==> config.mk <==
export PLATFORM = sky130hd
export DESIGN_NAME = borl_channel
export DESIGN_NICKNAME = d
export VERILOG_FILES = /design/src/rtl/borl_pkg.sv /design/src/rtl/borl_tick_if.sv /design/src/rtl/borl_tick_gen.sv /design/src/rtl/borl_channel.sv
export SDC_FILE = /design/constraint.sdc
export NUM_CORES = 1
export LEC_CHECK = 0
export ABC_AREA = 1
export BUFFER_PORTS_ARGS = -buffer_cell sky130_fd_sc_hd__buf_2
export CAP_MARGIN = 20
export CORE_ASPECT_RATIO = 0.75
export CORE_MARGIN = 5
export CORE_UTILIZATION = 42
export CTS_CLUSTER_SIZE = 16
export DETAILED_ROUTE_END_ITERATION = 10
export PLACE_DENSITY = 0.62
export SLEW_MARGIN = 30
export SYNTH_ARGS = -nofsm -noshare
export SYNTH_HDL_FRONTEND = slang
export SYNTH_HIERARCHICAL = 1
export SYNTH_SLANG_ARGS = --single-unit
==> constraint.sdc <==
create_clock -name i_clk -period 2.6 [get_ports i_clk]
set_input_delay 0.39 -clock i_clk [delete_from_list [all_inputs] [get_ports i_clk]]
set_output_delay 0.39 -clock i_clk [all_outputs]
set_load 0.1 [all_outputs]
==> src/rtl/borl_pkg.sv <==
// package: constants and types for the binary output relay channel
// Functional notes
// mode selects working-current or closed-circuit energizing
// new output state held for hold time
// latching keeps channel picked up until acknowledged
// selectable internal signal acknowledges latched channel
// acknowledge ignored while latching disabled
// overall inversion inverts resulting relay state
// per-input inversion before combining
// inputs ORed, deassertion delayed by off delay
package borl_pkg;
  localparam int BORL_CLK_HZ = 125000000;
  localparam int BORL_TICK_MS = 10; // settings are in 0.01 s steps
  localparam int BORL_CYC_PER_TICK = BORL_CLK_HZ / 1000 * BORL_TICK_MS;
  localparam int BORL_TIME_MAX_TICKS = 30000; // 300.00 s
  localparam int BORL_TIME_W = 15;
  localparam int BORL_NUM_ASSIGN = 5;
  localparam int BORL_SEL_W = 4;
  localparam logic [BORL_TIME_W-1:0] BORL_HOLD_RST = 15'h0000;
  localparam logic [BORL_TIME_W-1:0] BORL_OFFDLY_RST = 15'h0000;
  localparam logic BORL_INV_RST = 1'h0;
  localparam logic BORL_MODE_WORKING = 1'h0;
  localparam logic BORL_MODE_CLOSED = 1'h1;
  localparam logic BORL_LATCH_SLOT_FIRST = 1'h1;
  localparam logic BORL_LATCH_SLOT_SECOND = 1'h0;

  typedef enum logic [2:0] {
    BORL_ST_OFF = 3'h1,
    BORL_ST_ON = 3'h2,
    BORL_ST_DELAY = 3'h4
  } borl_state_t;
endpackage

==> src/rtl/borl_tick_if.sv <==
// interface: time-base tick shared between the tick generator and the channel
`timescale 1ns/1ps
interface borl_tick_if;
  logic tick;
  modport source (output tick);
  modport sink (input tick);
endinterface

==> src/rtl/borl_tick_gen.sv <==
// module: 10 ms tick generator for the channel timers
`timescale 1ns/1ps
module borl_tick_gen
  import borl_pkg::*;
#(
  parameter int CYC_PER_TICK = BORL_CYC_PER_TICK
) (
  input wire logic i_clk,
  input wire logic i_reset,
  borl_tick_if.source tick_bus
);
  logic [31:0] cnt_reg;
  logic [31:0] cnt_next;
  logic tick_reg;
  wire logic wrap = (cnt_reg == 32'(CYC_PER_TICK - 1));

  assign cnt_next = wrap ? 32'h0 : cnt_reg + 32'h1;
  assign tick_bus.tick = tick_reg;

  // free-running divider; one-cycle pulse per tick
  always_ff @(posedge i_clk) begin
    if (i_reset) begin
      cnt_reg <= 32'h0;
      tick_reg <= 1'h0;
    end else begin
      cnt_reg <= cnt_next;
      tick_reg <= wrap;
    end
  end
endmodule

==> src/rtl/borl_channel.sv <==
// module: one binary output relay channel with hold, off delay, latch and inversion
`timescale 1ns/1ps
module borl_channel
  import borl_pkg::*;
#(
  parameter int NUM_ASSIGN = BORL_NUM_ASSIGN,
  parameter int SEL_W = BORL_SEL_W,
  parameter int CYC_PER_TICK = BORL_CYC_PER_TICK,
  parameter logic LATCH_DEFAULT = BORL_LATCH_SLOT_FIRST
) (
  input wire logic i_clk,
  input wire logic i_reset,
  input wire logic [(1<<SEL_W)-1:0] i_signals,
  input wire logic [NUM_ASSIGN-1:0] i_assign_en,
  input wire logic [NUM_ASSIGN*SEL_W-1:0] i_assign_sel,
  input wire logic [NUM_ASSIGN-1:0] i_assign_invert,
  input wire logic i_mode_closed_circuit,
  input wire logic [BORL_TIME_W-1:0] i_hold_time,
  input wire logic [BORL_TIME_W-1:0] i_off_delay,
  input wire logic i_latch_enable,
  input wire logic i_latch_override,
  input wire logic i_ack_en,
  input wire logic [SEL_W-1:0] i_ack_sel,
  input wire logic i_out_invert,
  output logic o_relay_coil,
  output logic o_channel_state,
  output logic o_latched,
  output logic o_hold_active
);
  borl_tick_if tick_bus ();

  borl_tick_gen #(
    .CYC_PER_TICK(CYC_PER_TICK)
  ) u_tick (
    .i_clk(i_clk),
    .i_reset(i_reset),
    .tick_bus(tick_bus)
  );

  // pick one signal out of the internal signal list
  function automatic logic sel_bit(input logic [(1<<SEL_W)-1:0] vec, input logic [SEL_W-1:0] idx);
    sel_bit = vec[idx];
  endfunction

  // latch enable default depends on card slot; override input chooses the setting
  wire logic latch_on = i_latch_override ? i_latch_enable : LATCH_DEFAULT;

  // combine assignments: unassigned inputs count as inactive
  logic combined;
  always_comb begin
    combined = 1'b0;
    for (int k = 0; k < NUM_ASSIGN; k++) begin
      if (i_assign_en[k]) begin
        combined = combined | (sel_bit(i_signals, i_assign_sel[k*SEL_W +: SEL_W]) ^ i_assign_invert[k]);
      end
    end
  end

  // ack only counts while latching is on
  wire logic ack = latch_on & i_ack_en & sel_bit(i_signals, i_ack_sel);

  borl_state_t state_reg;
  borl_state_t state_next;
  logic [BORL_TIME_W-1:0] off_cnt_reg;
  logic [BORL_TIME_W-1:0] off_cnt_next;
  logic latch_reg;
  logic latch_next;
  logic [BORL_TIME_W-1:0] hold_cnt_reg;
  logic [BORL_TIME_W-1:0] hold_cnt_next;
  logic out_reg;
  logic out_next;
  logic coil_reg;
  logic hold_reg;

  wire logic tick = tick_bus.tick;
  wire logic delayed_on = (state_reg != BORL_ST_OFF);

  // off-delay state machine: pickup is immediate, dropout waits the off delay
  always_comb begin
    state_next = state_reg;
    off_cnt_next = off_cnt_reg;
    unique case (state_reg)
      BORL_ST_OFF: begin
        if (combined) begin
          state_next = BORL_ST_ON;
        end
      end
      BORL_ST_ON: begin
        if (!combined) begin
          off_cnt_next = '0;
          state_next = (i_off_delay == '0) ? BORL_ST_OFF : BORL_ST_DELAY;
        end
      end
      BORL_ST_DELAY: begin
        if (combined) begin
          state_next = BORL_ST_ON;
        end else if (tick) begin
          off_cnt_next = off_cnt_reg + 15'h1;
          if (off_cnt_reg + 15'h1 >= i_off_delay) begin
            state_next = BORL_ST_OFF;
          end
        end
      end
      default: state_next = BORL_ST_OFF;
    endcase
  end

  // latch sets on pickup; a new pickup beats a simultaneous ack
  assign latch_next = latch_on & ((delayed_on & out_reg) | (latch_reg & ~ack));

  // requested state before hold: latched channel stays picked up
  wire logic want = delayed_on | latch_next;
  wire logic hold_busy = (hold_cnt_reg != '0);

  // hold timer: a change is only accepted once the previous state was held long enough
  always_comb begin
    out_next = out_reg;
    hold_cnt_next = hold_cnt_reg;
    if (hold_busy) begin
      if (tick) begin
        hold_cnt_next = hold_cnt_reg - 15'h1;
      end
    end else if (want != out_reg) begin
      out_next = want;
      hold_cnt_next = i_hold_time;
    end
  end

  // energizing principle then overall inversion
  wire logic coil_next = (out_next ^ i_out_invert) ^ (i_mode_closed_circuit == BORL_MODE_CLOSED);

  // state registers; outputs stay registered for glitch-free coil drive
  always_ff @(posedge i_clk) begin
    if (i_reset) begin
      state_reg <= BORL_ST_OFF;
      off_cnt_reg <= '0;
      latch_reg <= 1'b0;
      hold_cnt_reg <= BORL_HOLD_RST;
      out_reg <= 1'b0;
      coil_reg <= 1'b0;
      hold_reg <= 1'b0;
    end else begin
      state_reg <= state_next;
      off_cnt_reg <= off_cnt_next;
      latch_reg <= latch_next;
      hold_cnt_reg <= hold_cnt_next;
      out_reg <= out_next;
      coil_reg <= coil_next;
      hold_reg <= (hold_cnt_next != '0);
    end
  end

  assign o_relay_coil = coil_reg;
  assign o_channel_state = out_reg;
  assign o_latched = latch_reg;
  assign o_hold_active = hold_reg;
endmodule

### After elaboration in Yosys (flattened, before gate mapping)

Index checks and enable logic that the tools add are counted.

* $lt $le $gt $ge: 7
* reduce and logical (&&, ||, !) cells: 7
* eq/ne operators: 12
* muxes and demuxes: 34
* bitwise operators: 19
* $add $sub $neg: 3

Operator list (count)
* 15-bit two-way mux: 6
* 32-bit by 1-bit adder with 32-bit output, second input constant: 1
* 32-bit by 21-bit == test with 1-bit output, second input constant: 1
* 4-bit by 5-bit less-than comparator with 1-bit output, second input constant: 6
* 15-bit case mux with 2 select lines: 1
* 15-bit nonzero test: 2
* 1-bit binary-select mux with 4-bit select: 6
* 3-bit two-way mux: 6
* 15-bit by 1-bit adder with 15-bit output, second input constant: 1
* 15-bit >= comparator: 1
* 15-bit zero test: 1
* 15-bit by 1-bit subtractor with 15-bit output, second input constant: 1
* 1-bit two-way mux: 14
* 3-bit case mux with 3 select lines: 1
* 4-bit AND reduction: 2
* 1-bit bitwise XOR: 7
* 2-bit inequality test, second input constant: 3
* 1-bit bitwise OR: 6
* 1-bit bitwise AND: 5
* 3-bit by 1-bit == test with 1-bit output, second input constant: 1
* 3-bit by 2-bit == test with 1-bit output, second input constant: 1
* 3-bit == test, second input constant: 1
* 3-bit by 1-bit inequality test with 1-bit output, second input constant: 1
* 3-bit by 2-bit inequality test with 1-bit output, second input constant: 1
* other kinds (6): 6

* output and inout bits: 4
* input bits: 87
* register bits: 70

### Depth between registers and ports, before layout

* word-level depth: 14
* mapped depth: 22
* mapped depth without buffers: 22

### Hierarchy

Netlist, hierarchy kept.

By module, submodules not included
* borl_channel: cells each 626, times used 1, area each 3786.1 um^2
* borl_tick_gen: cells each 316, times used 1, area each 1933.1 um^2

### Worst setup path before layout

No wires, ideal clock.

* path kind: flip-flop to flip-flop
* start point: register off_cnt_reg[0]
* end point: register state_reg[2]
* setup slack: -0.106 ns
* cell stages (with the launch flop): 22
* arrival time: 2.595 ns
* cells stage by stage: dfxtp_1 > and3_1 > nand3_1 > nor2_1 > nand3_1 > nor2_1 > inv_1 > nor3_1 > xor2_1 > inv_1 > ha_1 > nand4_1 > nor3b_1 > a41oi_1 > nand3b_1 > nand2_1 > nand2_1 > nand2_1 > inv_1 > nand2_1 > nand3_1 > inv_1

* cells in the longest elaborated chain, start to end: 4

Ends and longest elaborated chain
* start: declaration: line borl_channel.sv:64 `logic [BORL_TIME_W-1:0] off_cnt_reg;`
* start signal: assignment: line borl_channel.sv:144 `off_cnt_reg <= off_cnt_next;`
* 15-bit by 1-bit adder with 15-bit output: line borl_channel.sv:99 `if (off_cnt_reg + 15'h1 >= i_off_delay) begin`
* 15-bit >= comparator: line borl_channel.sv:99
* 3-bit inequality test (no source line)
* 4-bit AND reduction (no source line)
* end signal: assignment: line borl_channel.sv:143 `state_reg <= state_next;`
* end: declaration: line borl_channel.sv:62 `borl_state_t state_reg;`

No other way between the ends.
A chain may end at the register's enable or synchronous reset.

### Final worst setup path

Ends and elaborated chain as after synthesis.

==> flow_summary.yaml <==
worst_setup_path:
  critical_path_required_ns: 2.83
  timing.critical_path.to_type: "flop"
  critical_path.slowest_cell: "dfxtp_4"
  slowest_delay_ns: 0.36
  nature_of_the_critical_path_startpoint: "flop"
  critical_path.most_common_cell: "nand2_1"
  worstPathArrival_ns: 3.03
  path_class: "flop to flop"
  worstPathCellList: "and3_4 -> nand3_4 -> nor2_4 -> nand3_2 -> nor2_4 -> inv_2 -> nor3_2 -> xor2_1 -> inv_1 -> ha_4 -> nand4_1 -> nor3b_2 -> a41oi_2 -> nand3b_1 -> nand2_1 -> nand2_1 -> nand2_1 -> inv_2 -> nand2_1 -> nand3_1 -> inv_1"
  crit_fanout: 4
outcome:
  status: "finished with violations"
  failed_checks: "setup timing"
clock_network:
  clock_latency_ns: 0.33
  cts.sinks: 70
  clk_pin_slew_worst_paths_ns: 0.06
  tritoncts: "built"
  htreeDepth: 3
  cts.hold.buffers_added: 0
  clock_path_buffers: 2
  cts_made_buffers: 9
  cts-root-buf: "clkbuf_16"
drt:
  sum_of_routed_wire_length_over_all_layers_um: 16000
  final_antenna_net_count: 0
  number_of_detailed_routing_iterations_run_before_antenna_repair: 5
  drcViolationCount: 0
  detailroute.via_count: 6165
  avgRoutedWirePerCell_um: 13.0
  vias_per_cell: 5.00
  drt_first_iter_violations: 507
floorplanning:
  floorplan_die_area_um2: 16100
  die-width_um: 145
  floorplan.rows: 36
  die_height_um: 111
  total_core_area_um2: 13200
  starting_density_of_the_core: 0.435
  ioPinCount: 91
synth:
  post-synth-top-count-cell: "nand2_1"
  post_synth_inst_count: 942
  synth.distinct_cells: 47
  synth.top_cell.area_share: 0.245
  synth_fp_nets: 1047
  synthArstFlopShare: 0
  postSynthAreaPerCell_um2: 6.07
  synth-edff-count: 0
  synth_top_cells_by_area: "dfxtp_1, nand2_1, nor2_1"
  yosys-top-cells-count: "nand2_1, nor2_1, inv_1"
  synth_area_leader_cell: "dfxtp_1"
  synth_seq_cells: 70
  yosys_warnings: 6
  ys_seq_area_frac: 0.245
  dominantRegCellSynth: "dfxtp_1"
  synth.cell_area_um2: 5720
global_route:
  grtUsageTotal: 0.196
  first_pass_grt_wire_length_um: 26100
  grt_pass1_vias: 5418
  overflow: 0
  antenna_found_initial: 0
  grt_start_max_net_pins: 33
power_and_ir_drop:
  power.ir.vdd_worst_mv: 0.597
  p_int_mw: 2.90
  comb_power_share: 0.490
  p_per_area_nw_per_um2: 735
  sw_frac_of_total: 0.428
  power_mw: 5.06
  p_leak_nw: 3.21
  switching_power_mw: 2.16
  power.share.sequential: 0.265
  share_of_power_burned_in_the_clock_network: 0.245
place:
  port_buffers: 90
  preCtsSetupSlack_ns: -0.239
  place.gp.congestion: 0.954
  dp_hpwl_um: 12200
sta:
  timing.final.max_slew_violations: 0
  hold_ws_ns: 0.373
  timing.fmax_mhz: 357
  tightestPinTransition_ns: 0.724
  finalCritPeriodShare: 1.08
  layout_min_cycle_time_ns: 2.80
  fin_ws_ns: -0.204
  max_slew_margin: 0.517
  hold_violation_count_in_the_final_report: 0
  finClkSkew_ns: 0.00733
  rsz_0062_raised_after_global_routing: "true"
  finalSetupViolations: 2
layout:
  layout.nets: 1161
  largest_register_ff_count: 32
  layout-drive-gt1-share: 0.189
  flow.area_growth_from_synthesis_pct: 20.3
  diodes: 0
flow_run:
  timing.max_cap.violations: 0
min_path:
  hold_path.class: "primary input to flop"
metal layers:
layer | vias to the layer above | GRT usage | wire [um]
met5 | - | 0 | 0
met4 | 0 | 0.0460 | 193
met3 | 18 | 0.0401 | 1150
met2 | 201 | 0.275 | 6370
met1 | 2662 | 0.304 | 8250
li1 | 3284 | - | -
final timing paths:
path / from / to / slack [ns] / depth (start not counted)
max: off_cnt_reg[0] / state_reg[2] / -0.20 / 21
min: i_mode_closed_circuit / o_relay_coil / 0.37 / 3
max reg2reg: off_cnt_reg[0] / state_reg[2] / -0.20 / 21
min reg2reg: u_tick/cnt_reg[0] / u_tick/cnt_reg[0] / 0.48 / 1
what timing repair did:
item,CTS,global route
pin swaps,4,10
endpoints found under the setup margin,2,3
setup buffers,3,2
resized for setup,5,11
area by class of cell:
| class | count | area, um^2 |
|---|---|---|
| Timing Repair Buffer | 121 | 708 |
| Clock buffer | 11 | 243 |
| Clock inverter | 5 | 57.6 |
| Multi-Input combinational cell | 719 | 3740 |
| Sequential cell | 70 | 1410 |
| Tap cell | 171 | 214 |
| Fill cell | 1359 | 6270 |
| Inverter | 135 | 509 |
logic make-up after synthesis:
group / after synthesis / share of synthesized area
and+or+nand+nor: 511 / 0.400
AOI/OAI and AO/OA: 166 / 0.166
buffers and inverters: 153 / 0.113
DFF: 70 / 0.245
xor gates and xnor gates: 24 / 0.0368
adders and majority gates: 18 / 0.0394
placed cells by master (no fill, tap or decap), drive strengths merged, types with 11 or more instances in the layout:
cell / synthesis / routed
nand2: 231 / 231
nor2: 148 / 148
inv: 133 / 134
buf: 15 / 121
nand3: 84 / 84
dfxtp: 70 / 70
a21oi: 69 / 69
o21ai: 66 / 66
o211ai: 21 / 21
xor2: 19 / 19
ha: 18 / 18
nor3: 14 / 14
clkbuf: 3 / 11
critical path: cells and delay by family (launching register included):
kind,cells,cell delay [ns]
adder cells (fa/ha/maj),1,0.27
AO/OA/AOI/OAI,1,0.14
XOR/XNOR,1,0.15
AND/OR/NAND/NOR,14,1.54
flip-flops,1,0.36
buffers and inverters,4,0.24
metrics by stage:
stage                     area [um^2]  utilization  std cells  setup TNS [ns]
after global routing             6880        0.523       1232          -0.982
final                            6880        0.523       1232          -0.321
after global placement           6480        0.493       1211          -0.222
after detailed placement         6480        0.493       1211          -0.409
after CTS                        6830        0.519       1230          -0.376
after floorplan                  5730            -        942               0
power groups by stage:
stage          combinational, mW  sequential [mW]  clock (mW)
3_3_place_gp                2.36             1.36           0
5_1_grt                     2.78             1.36        1.32
4_1_cts                     2.38             1.34        1.28
2_1_floorplan               1.55             1.49           0
6_report                    2.48             1.34        1.24
3_5_place_dp                2.37             1.36           0
Power figures use the tool's default switching activity.
